==> src/rtl/short_fault_pkg.sv <==
// short-fault flag bank: shared offsets, layouts, types and reset values
// assumes one 250 MHz clock and a synchronous active-high reset
package short_fault_pkg;

	////////////////////////////////////////////////////////////////////
	// bus geometry
	localparam int ADDR_W = 10;
	localparam int DATA_W = 32;
	localparam int BE_W   = 4;

	// register indices, byte address is four times the index
	localparam logic [7:0] IDX_SHORT_CD = 8'hAC;
	localparam logic [7:0] IDX_SHORT_EF = 8'hAD;
	localparam logic [7:0] IDX_IRQ_STAT = 8'hB0;
	localparam logic [7:0] IDX_IRQ_MASK = 8'hB1;
	localparam logic [1:0] WORD_LSBS    = 2'h0;

	////////////////////////////////////////////////////////////////////
	// field positions inside one 8-bit flag register
	localparam int LO_GRP_LSB = 0;
	localparam int HI_GRP_LSB = 4;
	localparam int RSV_LO_BIT = 3;
	localparam int RSV_HI_BIT = 7;
	localparam int CH_PER_GRP = 3;
	localparam int FLAG_W     = 8;
	localparam int STAT_W     = 16;

	// reset values
	localparam logic [FLAG_W-1:0] FLAG_RST  = 8'h00;
	localparam logic [STAT_W-1:0] STAT_RST  = 16'h0000;
	localparam logic [STAT_W-1:0] MASK_RST  = 16'h0000;
	localparam logic [DATA_W-1:0] RDATA_RST = 32'h0000_0000;
	localparam logic [DATA_W-1:0] UNMAPPED  = 32'h0000_0000;

	////////////////////////////////////////////////////////////////////
	// types
	typedef enum logic [1:0] {
		BUS_IDLE = 2'b00,
		BUS_ACK  = 2'b01
	} bus_state_e;

	typedef struct packed {
		logic              read;
		logic              write;
		logic [ADDR_W-1:0] address;
		logic [DATA_W-1:0] writedata;
		logic [BE_W-1:0]   byteenable;
	} avs_req_s;

	// channel 2 in the top bit of each group
	typedef struct packed {
		logic [CH_PER_GRP-1:0] grp_f;
		logic [CH_PER_GRP-1:0] grp_e;
		logic [CH_PER_GRP-1:0] grp_d;
		logic [CH_PER_GRP-1:0] grp_c;
	} short_detect_s;

	typedef struct packed {
		short_detect_s flags;
		short_detect_s rise;
	} capture_state_s;

	typedef struct packed {
		bus_state_e        bus;
		logic              wait_req;
		logic [DATA_W-1:0] rdata;
		logic [STAT_W-1:0] stat;
		logic [STAT_W-1:0] mask;
		logic              irq;
	} bank_state_s;

endpackage

==> src/rtl/short_fault_capture.sv <==
// short-fault capture: registers the per-channel detect levels
// assumes detect inputs are synchronous to i_clock
`timescale 1ns/1ps
module short_fault_capture (
	// clock and reset
	input  wire logic                          i_clock,
	input  wire logic                          i_sys_rst,
	// comparator side
	input  wire short_fault_pkg::short_detect_s i_detect,
	// bank side
	output      short_fault_pkg::short_detect_s o_flags,
	output      short_fault_pkg::short_detect_s o_rise
);
	import short_fault_pkg::*;

	capture_state_s st_q;
	capture_state_s st_d;

	////////////////////////////////////////////////////////////////////
	// flag follows the comparator; rise marks a newly found short
	always_comb begin
		st_d       = st_q;
		st_d.flags = i_detect;
		st_d.rise  = i_detect & ~st_q.flags;
	end

	always_ff @(posedge i_clock) begin
		if (i_sys_rst) begin
			st_q <= '0;
		end else begin
			st_q <= st_d;
		end
	end

	assign o_flags = st_q.flags;
	assign o_rise  = st_q.rise;

	////////////////////////////////////////////////////////////////////
	flag_tracks_detect_a:
	assert property (@(posedge i_clock) disable iff (i_sys_rst)
		!$past(i_sys_rst) |-> o_flags == $past(i_detect))
	else $error("flag does not follow detect");

	flags_reset_zero_a:
	assert property (@(posedge i_clock)
		$past(i_sys_rst) |-> (o_flags == '0 && o_rise == '0))
	else $error("flags not zero after reset");

endmodule

==> src/rtl/output_short_fault_flags.sv <==
// short-fault flag bank for output groups c to f, with an Avalon-MM slave
// assumes a 250 MHz clock, synchronous reset, byte addressing on the bus
`timescale 1ns/1ps
module output_short_fault_flags (
	// clock and reset
	input  wire logic                                 i_clock,
	input  wire logic                                 i_sys_rst,
	// avalon-mm slave
	input  wire short_fault_pkg::avs_req_s            i_avs,
	output logic [short_fault_pkg::DATA_W-1:0]        o_avs_readdata,
	output logic                                      o_avs_waitrequest,
	// diagnostic comparators
	input  wire short_fault_pkg::short_detect_s       i_short_detect,
	// interrupt
	output logic                                      o_irq
);
	import short_fault_pkg::*;

	////////////////////////////////////////////////////////////////////
	// capture of the comparator levels

	short_detect_s flags;
	short_detect_s rise;

	short_fault_capture u_capture (
		.i_clock   (i_clock),
		.i_sys_rst (i_sys_rst),
		.i_detect  (i_short_detect),
		.o_flags   (flags),
		.o_rise    (rise)
	);

	////////////////////////////////////////////////////////////////////
	// register layout: high group in 6:4, low group in 2:0

	function automatic logic [FLAG_W-1:0] pack_pair(
		input logic [CH_PER_GRP-1:0] hi,
		input logic [CH_PER_GRP-1:0] lo
	);
		logic [FLAG_W-1:0] v;
		v = FLAG_RST;
		v[HI_GRP_LSB +: CH_PER_GRP] = hi;
		v[LO_GRP_LSB +: CH_PER_GRP] = lo;
		v[RSV_HI_BIT] = 1'b0;
		v[RSV_LO_BIT] = 1'b0;
		return v;
	endfunction

	logic [FLAG_W-1:0] reg_cd;
	logic [FLAG_W-1:0] reg_ef;
	logic [STAT_W-1:0] rise_vec;

	assign reg_cd   = pack_pair(flags.grp_d, flags.grp_c);
	assign reg_ef   = pack_pair(flags.grp_f, flags.grp_e);
	assign rise_vec = {pack_pair(rise.grp_f, rise.grp_e),
	                   pack_pair(rise.grp_d, rise.grp_c)};

	////////////////////////////////////////////////////////////////////
	// address decode

	logic [7:0] idx;
	logic       aligned;
	logic       req;
	logic       hit_cd;
	logic       hit_ef;
	logic       hit_stat;
	logic       hit_mask;

	assign idx      = i_avs.address[ADDR_W-1:2];
	assign aligned  = (i_avs.address[1:0] == WORD_LSBS);
	assign req      = i_avs.read | i_avs.write;
	assign hit_cd   = aligned && (idx == IDX_SHORT_CD);
	assign hit_ef   = aligned && (idx == IDX_SHORT_EF);
	assign hit_stat = aligned && (idx == IDX_IRQ_STAT);
	assign hit_mask = aligned && (idx == IDX_IRQ_MASK);

	////////////////////////////////////////////////////////////////////
	// state

	bank_state_s st_q;
	bank_state_s st_d;

	logic              accept;
	logic              wr_stat;
	logic              wr_mask;
	logic [STAT_W-1:0] lane_mask;
	logic [STAT_W-1:0] clr;
	logic [DATA_W-1:0] rmux;

	// a request is taken at the edge where waitrequest is seen low
	assign accept  = req && (st_q.bus == BUS_ACK);
	assign wr_stat = accept && i_avs.write && hit_stat;
	assign wr_mask = accept && i_avs.write && hit_mask;

	assign lane_mask = {{8{i_avs.byteenable[1]}},
	                    {8{i_avs.byteenable[0]}}};
	assign clr = wr_stat ? (i_avs.writedata[STAT_W-1:0] & lane_mask)
	                     : STAT_RST;

	// read mux; flag registers are read-only, so writes there are dropped
	always_comb begin
		rmux = UNMAPPED;
		if (hit_cd) begin
			rmux[FLAG_W-1:0] = reg_cd;
		end else if (hit_ef) begin
			rmux[FLAG_W-1:0] = reg_ef;
		end else if (hit_stat) begin
			rmux[STAT_W-1:0] = st_q.stat;
		end else if (hit_mask) begin
			rmux[STAT_W-1:0] = st_q.mask;
		end
	end

	always_comb begin
		st_d = st_q;
		case (st_q.bus)
			BUS_IDLE: begin
				if (req) begin
					st_d.bus      = BUS_ACK;
					st_d.wait_req = 1'b0;
					st_d.rdata    = i_avs.read ? rmux : RDATA_RST;
				end
			end
			BUS_ACK: begin
				st_d.bus      = BUS_IDLE;
				st_d.wait_req = 1'b1;
			end
			default: begin
				st_d.bus      = BUS_IDLE;
				st_d.wait_req = 1'b1;
			end
		endcase

		// new shorts win over a clear in the same cycle
		st_d.stat = (st_q.stat & ~clr) | rise_vec;
		if (wr_mask) begin
			st_d.mask = (st_q.mask & ~lane_mask) |
			            (i_avs.writedata[STAT_W-1:0] & lane_mask);
		end
		st_d.irq = |(st_d.stat & st_d.mask);
	end

	always_ff @(posedge i_clock) begin
		if (i_sys_rst) begin
			st_q.bus      <= BUS_IDLE;
			st_q.wait_req <= 1'b1;
			st_q.rdata    <= RDATA_RST;
			st_q.stat     <= STAT_RST;
			st_q.mask     <= MASK_RST;
			st_q.irq      <= 1'b0;
		end else begin
			st_q <= st_d;
		end
	end

	assign o_avs_readdata    = st_q.rdata;
	assign o_avs_waitrequest = st_q.wait_req;
	assign o_irq             = st_q.irq;

	////////////////////////////////////////////////////////////////////
	// checks

	logic rd_cd_go;
	logic rd_ef_go;

	assign rd_cd_go = (st_q.bus == BUS_IDLE) && i_avs.read && hit_cd;
	assign rd_ef_go = (st_q.bus == BUS_IDLE) && i_avs.read && hit_ef;

	logic rd_stat_go;
	logic rd_miss_go;
	logic wr_any_go;

	assign rd_stat_go = (st_q.bus == BUS_IDLE) && i_avs.read && hit_stat;
	assign rd_miss_go = (st_q.bus == BUS_IDLE) && i_avs.read &&
	                    !(hit_cd || hit_ef || hit_stat || hit_mask);
	assign wr_any_go  = (st_q.bus == BUS_IDLE) && i_avs.write;

	grp_d_bits_a:
	assert property (@(posedge i_clock) disable iff (i_sys_rst)
		rd_cd_go |=> o_avs_readdata[6:4] == $past(flags.grp_d))
	else $error("group d flags misplaced");

	grp_c_bits_a:
	assert property (@(posedge i_clock) disable iff (i_sys_rst)
		rd_cd_go |=> (o_avs_readdata[2:0] == $past(flags.grp_c))
		and !o_avs_waitrequest)
	else $error("group c flags misplaced");

	grp_f_bits_a:
	assert property (@(posedge i_clock) disable iff (i_sys_rst)
		rd_ef_go |=> o_avs_readdata[6:4] == $past(flags.grp_f))
	else $error("group f flags misplaced");

	grp_e_bits_a:
	assert property (@(posedge i_clock) disable iff (i_sys_rst)
		rd_ef_go |=> o_avs_readdata[2:0] == $past(flags.grp_e))
	else $error("group e flags misplaced");

	short_reads_one_a:
	assert property (@(posedge i_clock) disable iff (i_sys_rst)
		rd_cd_go && i_short_detect.grp_c[0] && flags.grp_c[0]
		|=> o_avs_readdata[0])
	else $error("detected short reads zero");

	reset_reads_zero_a:
	assert property (@(posedge i_clock)
		$past(i_sys_rst) |-> (reg_cd == FLAG_RST && reg_ef == FLAG_RST
		&& o_avs_readdata == RDATA_RST && o_avs_waitrequest))
	else $error("bank not cleared by reset");

	reserved_zero_a:
	assert property (@(posedge i_clock) disable iff (i_sys_rst)
		(rd_cd_go || rd_ef_go) |=>
		o_avs_readdata[DATA_W-1:RSV_HI_BIT] == '0 &&
		!o_avs_readdata[RSV_LO_BIT])
	else $error("reserved bits read nonzero");

	flag_write_inert_a:
	assert property (@(posedge i_clock) disable iff (i_sys_rst)
		accept && i_avs.write && (hit_cd || hit_ef) |=>
		st_q.mask == $past(st_q.mask) &&
		st_q.stat == ($past(st_q.stat) | $past(rise_vec)))
	else $error("write to flag register had an effect");

	bus_answers_a:
	assert property (@(posedge i_clock) disable iff (i_sys_rst)
		req && o_avs_waitrequest |-> ##[1:2] !o_avs_waitrequest)
	else $error("waitrequest never dropped");

	set_beats_clear_a:
	assert property (@(posedge i_clock) disable iff (i_sys_rst)
		|rise_vec |=> (st_q.stat & $past(rise_vec)) == $past(rise_vec))
	else $error("event lost against clear");

	irq_level_a:
	assert property (@(posedge i_clock) disable iff (i_sys_rst)
		##1 o_irq == |(st_q.stat & st_q.mask))
	else $error("irq does not match status and mask");

	wait_one_cycle_a:
	assert property (@(posedge i_clock) disable iff (i_sys_rst)
		!o_avs_waitrequest |=> o_avs_waitrequest)
	else $error("waitrequest low for more than one cycle");

	rdata_holds_a:
	assert property (@(posedge i_clock) disable iff (i_sys_rst)
		$changed(o_avs_readdata) |-> !o_avs_waitrequest)
	else $error("read data changed outside an answer");

	write_reads_zero_a:
	assert property (@(posedge i_clock) disable iff (i_sys_rst)
		wr_any_go |=> o_avs_readdata == RDATA_RST)
	else $error("write answer carries data");

	miss_reads_zero_a:
	assert property (@(posedge i_clock) disable iff (i_sys_rst)
		rd_miss_go |=> o_avs_readdata == UNMAPPED)
	else $error("unmapped read returns data");

	stat_readback_a:
	assert property (@(posedge i_clock) disable iff (i_sys_rst)
		rd_stat_go |=> o_avs_readdata[DATA_W-1:STAT_W] == '0 &&
		o_avs_readdata[STAT_W-1:0] == $past(st_q.stat))
	else $error("status reads back wrong");

	stat_sticky_a:
	assert property (@(posedge i_clock) disable iff (i_sys_rst)
		!wr_stat |=> (st_q.stat & $past(st_q.stat)) == $past(st_q.stat))
	else $error("status bit lost without a clear");

	stat_clear_a:
	assert property (@(posedge i_clock) disable iff (i_sys_rst)
		wr_stat |=> (st_q.stat & ~$past(rise_vec) &
		$past(i_avs.writedata[STAT_W-1:0] & lane_mask)) == '0)
	else $error("written one did not clear status");

	stat_rsv_zero_a:
	assert property (@(posedge i_clock) disable iff (i_sys_rst)
		!st_q.stat[RSV_LO_BIT] && !st_q.stat[RSV_HI_BIT] &&
		!st_q.stat[FLAG_W+RSV_LO_BIT] && !st_q.stat[FLAG_W+RSV_HI_BIT])
	else $error("reserved status bit set");

	mask_hold_a:
	assert property (@(posedge i_clock) disable iff (i_sys_rst)
		!wr_mask |=> $stable(st_q.mask))
	else $error("mask changed without a write");

	mask_write_a:
	assert property (@(posedge i_clock) disable iff (i_sys_rst)
		wr_mask |=> (st_q.mask & $past(lane_mask)) ==
		$past(i_avs.writedata[STAT_W-1:0] & lane_mask))
	else $error("mask write did not land");

	irq_on_rise_a:
	assert property (@(posedge i_clock) disable iff (i_sys_rst)
		|(rise_vec & st_q.mask) && !wr_mask |=> o_irq)
	else $error("unmasked event did not raise irq");

endmodule

==> config.mk <==
export PLATFORM = sky130hd
export DESIGN_NAME = output_short_fault_flags
export DESIGN_NICKNAME = d
export VERILOG_FILES = /design/src/rtl/short_fault_pkg.sv /design/src/rtl/short_fault_capture.sv /design/src/rtl/output_short_fault_flags.sv
export SDC_FILE = /design/constraint.sdc
export NUM_CORES = 1
export LEC_CHECK = 0
export ABC_AREA = 1
export BUFFER_PORTS_ARGS = -buffer_cell sky130_fd_sc_hd__buf_4
export CAP_MARGIN = 20
export CORE_ASPECT_RATIO = 0.6
export CORE_MARGIN = 2
export CORE_UTILIZATION = 40
export CTS_CLUSTER_SIZE = 8
export DETAILED_ROUTE_END_ITERATION = 6
export HOLD_SLACK_MARGIN = 0.08
export RECOVER_POWER = 50
export SETUP_SLACK_MARGIN = 0.3
export SKIP_CTS_REPAIR_TIMING = 1
export SYNTH_ARGS = -nofsm -noshare
export SYNTH_HDL_FRONTEND = slang
export SYNTH_SLANG_ARGS = --single-unit
==> constraint.sdc <==
create_clock -name i_clock -period 3.6 [get_ports i_clock]
set_input_delay 0.54 -clock i_clock [delete_from_list [all_inputs] [get_ports i_clock]]
set_output_delay 0.54 -clock i_clock [all_outputs]
set_load 0.02 [all_outputs]
==> results.toml, run 1 <==
[outcome]
status = "finished with violations"
violations = "capacitance limit, slew limit"

[sta]
clock.fmax_ghz = 0.428
setup_viol = 0
fin_worst_skew_ns = 0.00547
period_minus_slack_ns = 2.34
rsz0062_at_grt = "false"
fin_tns_setup_ns = 0
slew_viol_final = 76
whs_ns = 0.416
relSlewSlack = -0.0166
fin_crit_sh = 0.649
worst_slew_pin_slew_ns = 1.52
hold_viol_final = 0

[critical_path]
r2r-end = "o_irq"
r2r_slack_ns = 1.38
crit_type = "primary input to register"
r2r-start = "st_q[66]"
setup.worst_path.end = "o_irq"
setup.worst_path.start = "i_avs[41]"
worst_setup_path_end_kind = "register"
arrival_ns = 2.49
cp.required_ns = 3.76
ff2ff_path_depth = 11
worstSetupStartpointType = "primary input"
critPathMaxFanout = 32

[detailed_routing]
vias_per_cell = 4.76
wl_per_cell_um = 13.5
totalWireLength_mm = 8.90
ant_nets = 0
drc = 0
firstDrtPassIters = 4
vias = 3133
drt_iter0_markers = 205

[logic_synthesis]
yosys.area.top_type_share = 0.421
synth_seq_cells = 75
synthCells = 502
netlist.top_cell.by_area = "dfxtp_1"
synth_area_um2 = 3570
ys.flop_type = "dfxtp_1"
synth_edf_count = 0
yosysMostFrequentCell = "nand2_1"
ys_seq_area_frac = 0.421
synth_area_per_cell_um2 = 7.11
ys_types = 28
synth.area.top_cells = "dfxtp_1 42%, nand2_1 17%, buf_4 7.2%"
synth_warnings = 0
async_flop_share = 0
synth_common_cells = "162 x nand2_1, 75 x dfxtp_1, 57 x inv_1"

[global_route]
grt-ovfl-total = 0
grt_pass1_vias = 2836
grt_max_degree = 76
grt_use_total = 0.186
antenna_found_initial = 0
grt_pass1_wl_mm = 14.0

[placement]
gp_congestion = 0.838
io_buffers = 61
dp_hpwl_mm = 6.39

[finish]
final-seq-area_um2 = 1500
final_layout_size_suffix_gt1_frac = 0.156
fill_cells = 908
finish.net_count = 603
post-route-util = 0.481
multiInputGateArea_um2 = 1560
syn_to_final_growth_pct = 15.7
antenna_cells = 0

[job]
max_cap_viol_count = 1

[power_and_ir_drop]
p_per_area_nw_per_um2 = 469
p_leak_nw = 2.00
ir_drop_mv = 0.219

[floorplan]
num_rows = 26
coreArea_um2 = 8590
die_x_um = 126
floorplan.initialDensity = 0.416
dieHeight_um = 77.2
top_level_ports = 96
die_area_um2 = 9720

[clock_network]
numCtsBuffers = 9
root_buffer = "clkbuf_16"
cts_num_sinks = 75
cts_tree = "yes"
path_clk_slew_ns = 0.05
htree_num_levels = 3
cts.path.max_buffers = 2
insertion_delay_ns = 0.33

[hold_path]
hold_path_class = "register to register"
-- cells by family after synthesis --
logic type	synth area share
other	0.00105
DFF	0.421
AOI/OAI and AO/OA	0.0877
and+or+nand+nor	0.333
buffers and inverters	0.157
-- worst min path at each step --
stage,start,to,slack (ns),cells after the start
floorplan,u_capture.o_flags[10],u_capture.o_rise[10],0.39,1
global placement,u_capture.o_flags[8],u_capture.o_rise[8],0.40,1
detailed placement,u_capture.o_flags[3],u_capture.o_rise[3],0.42,1
CTS,i_short_detect[7],u_capture.o_flags[7],0.41,3
global route,i_short_detect[0],u_capture.o_flags[0],0.43,3
finish,u_capture.o_flags[3],u_capture.o_rise[3],0.42,1
-- power breakdown --
| group | internal, W | switching, W | total [W] |
|---|---|---|---|
| registers | 0.000857 | 0.0000126 | 0.000869 |
| logic | 0.0000528 | 0.0000966 | 0.000149 |
| clock network | 0.000594 | 0.000323 | 0.000917 |
| total | 0.00150 | 0.000432 | 0.00194 |
-- cell usage in the layout (no fill, tap or decap) --
master     synthesis  routed
o21ai_0            1       1
nand4_1            7       7
nor2_1            29      30
buf_4             34      43
nor4_4             1       1
clkbuf_1           9      21
a21oi_1           44      44
clkbuf_2           0       1
nand3_2            2       2
nor3_1            13      13
nor3_4             1       1
nand3_1           22      22
nand4_2            2       2
dfxtp_1           75      75
conb_1             1      16
nand2_1          162     162
clkbuf_8           0       3
a22o_1            10      10
inv_1             57      57
clkinv_1           2       2
nor2_4             2       2
clkbuf_16          0       9
or2_2              5       5
nand2_2           10      10
inv_2              1       1
bufinv_16          0       1
nand3b_1           1       1
nor2_2             4       3
nand4_4            1       1
-- per-layer routing --
metal | GRT usage | vias to the layer above | wire (um)
met5 | 0 | - | 0
met4 | 0.0560 | 0 | 90
met3 | 0.0607 | 10 | 864
met2 | 0.256 | 101 | 3650
met1 | 0.273 | 1417 | 4290
li1 | - | 1605 | -
-- stage by stage --
stage | setup slack [ns] | instances | cell area (um^2) | total power (W)
floorplan | 1.87 | 517 | 3620 | 0.000986
finish | 1.26 | 658 | 4130 | 0.00194
global route | 1.04 | 658 | 4130 | 0.00201
detailed placement | 1.05 | 642 | 3890 | 0.00104
CTS | 1.39 | 658 | 4200 | 0.00195
global placement | 1.05 | 642 | 3890 | 0.00103
-- critical path, stage by stage --
cell,delay (ns)
buf_4,0.12
nor2_1,0.27
nand3_2,0.14
nor2_4,0.57
nand3_1,0.16
nand2_1,0.12
nand2_1,0.06
nand2_1,0.05
nand2_1,0.05
nor2_1,0.13
nand2_1,0.06
nor2_1,0.14
nor2_1,0.06
-- area by class of cell --
class                           instances  share of cell area
Clock buffer                           15              0.0673
Clock inverter                          1             0.00727
Inverter                               60              0.0545
Multi-Input combinational cell        333               0.378
Sequential cell                        75               0.364
Tap cell                              112              0.0339
Timing Repair Buffer                   62              0.0958
-- state kept, by name (all words and copies together) (netlist names) --
name               cells
o_avs_waitrequest      1
st_q                  33
o_avs_readdata        16
o_irq                  1
u_capture.o_rise      12
u_capture.o_flags     12
Note: power is estimated with default switching activity, not from simulation.
==> run 2, diff against run 1 <==
--- a/config.mk
+++ b/config.mk
@@ -14,6 +14,7 @@
 export CTS_CLUSTER_SIZE = 8
 export DETAILED_ROUTE_END_ITERATION = 6
 export HOLD_SLACK_MARGIN = 0.08
+export PLACE_DENSITY = 0.66
 export RECOVER_POWER = 50
 export SETUP_SLACK_MARGIN = 0.3
 export SKIP_CTS_REPAIR_TIMING = 1
==> constraint.sdc (replaced) <==
create_clock -name i_clock -period 2 [get_ports i_clock]
set_input_delay 0.3 -clock i_clock [delete_from_list [all_inputs] [get_ports i_clock]]
set_output_delay 0.3 -clock i_clock [all_outputs]
set_load 0.02 [all_outputs]
==> run 2 against run 1 <==
  * The run now ends clean
  * Largest cell class unchanged
  * Worst setup slack lost 0.88 ns
  * Critical path type unchanged
  * Utilization grew 2.8 points
  * Worst hold slack lost 0.24 ns
  * Largest power group is now sequential cells
==> results.toml, run 2 (synthesis results as in run 1) <==
[outcome]
status = "completed"

[critical_path]
worstSetupStartpointType = "primary input"
r2r_slack_ns = 0.46
crit_type = "primary input to register"
r2r-end = "o_irq"
ff2ff_path_depth = 11
critPathMaxFanout = 7
arrival_ns = 1.87
worst_setup_path_end_kind = "register"
cp.required_ns = 2.24
setup.worst_path.start = "i_avs[36]"
r2r-start = "st_q[66]"

[hold_path]
hold_path_class = "primary input to register"
hold_depth = 3
min_to = "u_capture.o_flags[9]"
holdCritStartpoint = "i_short_detect[9]"

[finish]
finish.net_count = 616
stdcell_area_um2 = 4370
largest_reg_flops = 33
syn_to_final_growth_pct = 22.4
final_layout_size_suffix_gt1_frac = 0.208
top_register = "st_q"
most-common-layout-cells = "156 x nand2_1, 74 x dfxtp_1, 58 x buf_4, 57 x inv_1, 44 x a21oi_1"
layout_commonest_cell = "nand2_1"
antenna_cells = 0

[sta]
fin_worst_skew_ns = 0.00435
worst_slew_pin_slew_ns = 0.791
clock.fmax_ghz = 0.617
relSlewSlack = 0.473
fin_crit_sh = 0.811
rsz0062_at_grt = "true"
slew_viol_final = 0
period_minus_slack_ns = 1.62
hold_viol_final = 0
fin_tns_setup_ns = 0
worst_slack_ns = 0.378
setup_viol = 0

[global_route]
grt_pass1_vias = 3023
antenna_found_initial = 0
grt_max_degree = 42
grt_use_total = 0.194
grt-ovfl-total = 0
grt_pass1_wl_mm = 14.6

[placement]
place_ws_ns = 0.0305
io_buffers = 61
place_area_um2 = 3990
dp_hpwl_mm = 6.66
gp_congestion = 0.865

[floorplan]
top_level_ports = 96
die_x_um = 126
die_area_um2 = 9720
dieHeight_um = 77.2
floorplan.initialDensity = 0.416
coreArea_um2 = 8590
num_rows = 26

[clock_network]
cts_num_sinks = 75
insertion_delay_ns = 0.33
root_buffer = "clkbuf_16"
path_clk_slew_ns = 0.05
cts_tree = "yes"
numCtsBuffers = 9
cts.path.max_buffers = 2
htree_num_levels = 3

[detailed_routing]
wl_per_cell_um = 13.9
vias = 3167
drt_iter0_markers = 252
ant_nets = 0
totalWireLength_mm = 9.35
vias_per_cell = 4.72
firstDrtPassIters = 4
drc = 0

[power_and_ir_drop]
ir_drop_mv = 0.437
power.total_w = 0.00343
p_leak_nw = 2.12
p_per_area_nw_per_um2 = 785

[job]
max_cap_viol_count = 0
==> run 2: changes by cell type in the layout (fill, tap and decap cells not counted), sizes merged <==
| cell | before | now |
|---|---|---|
| clkbuf | 34 | 28 |
| buf | 43 | 61 |
| inv | 58 | 59 |
==> run 2: metal layers <==
metal	track usage	share of wire
met5	0	0
met4	0.0626	0.012
met3	0.0712	0.10
met2	0.270	0.42
met1	0.276	0.47
==> run 2: metrics by stage <==
stage	hold slack, ns	util	std cells
6_report	0.179	0.508	671
2_1_floorplan	0.391	-	517
3_5_place_dp	0.412	0.465	650
4_1_cts	0.172	0.498	666
3_3_place_gp	0.407	0.465	650
5_1_grt	0.175	0.508	671
==> run 2: critical path, stage by stage <==
cell and delay [ns]:
clkbuf_1 0.13, nor2_4 0.16, buf_4 0.13, nand3_2 0.12, nor2_2 0.34, buf_4 0.19, nand2_1 0.04, nand3_1 0.08
nand4_1 0.18, a21oi_1 0.19
==> run 2: worst max-delay path by stage <==
stage                         to  slack (ns)  cells past startpoint
6_report       o_avs_readdata[1]        0.38                     10
3_5_place_dp               o_irq        0.03                     13
3_3_place_gp               o_irq        0.07                     13
4_1_cts                    o_irq        0.17                     11
5_1_grt                    o_irq        0.22                     14
2_1_floorplan  o_avs_readdata[0]        0.51                      7
==> run 2: where the power goes <==
part	switching [W]	leakage (nW)	internal (W)
clock	0.000575	0.141	0.000999
combinational	0.000184	1.37	0.000104
sequential	0.0000234	0.613	0.00154
==> run 2: area by class of cell <==
type,count,area (um^2)
Clock buffer,14,254
Clock inverter,2,35.0
Fill cell,839,4220
Inverter,60,230
Multi-Input combinational cell,333,1620
Sequential cell,75,1500
Tap cell,112,140
Timing Repair Buffer,75,588
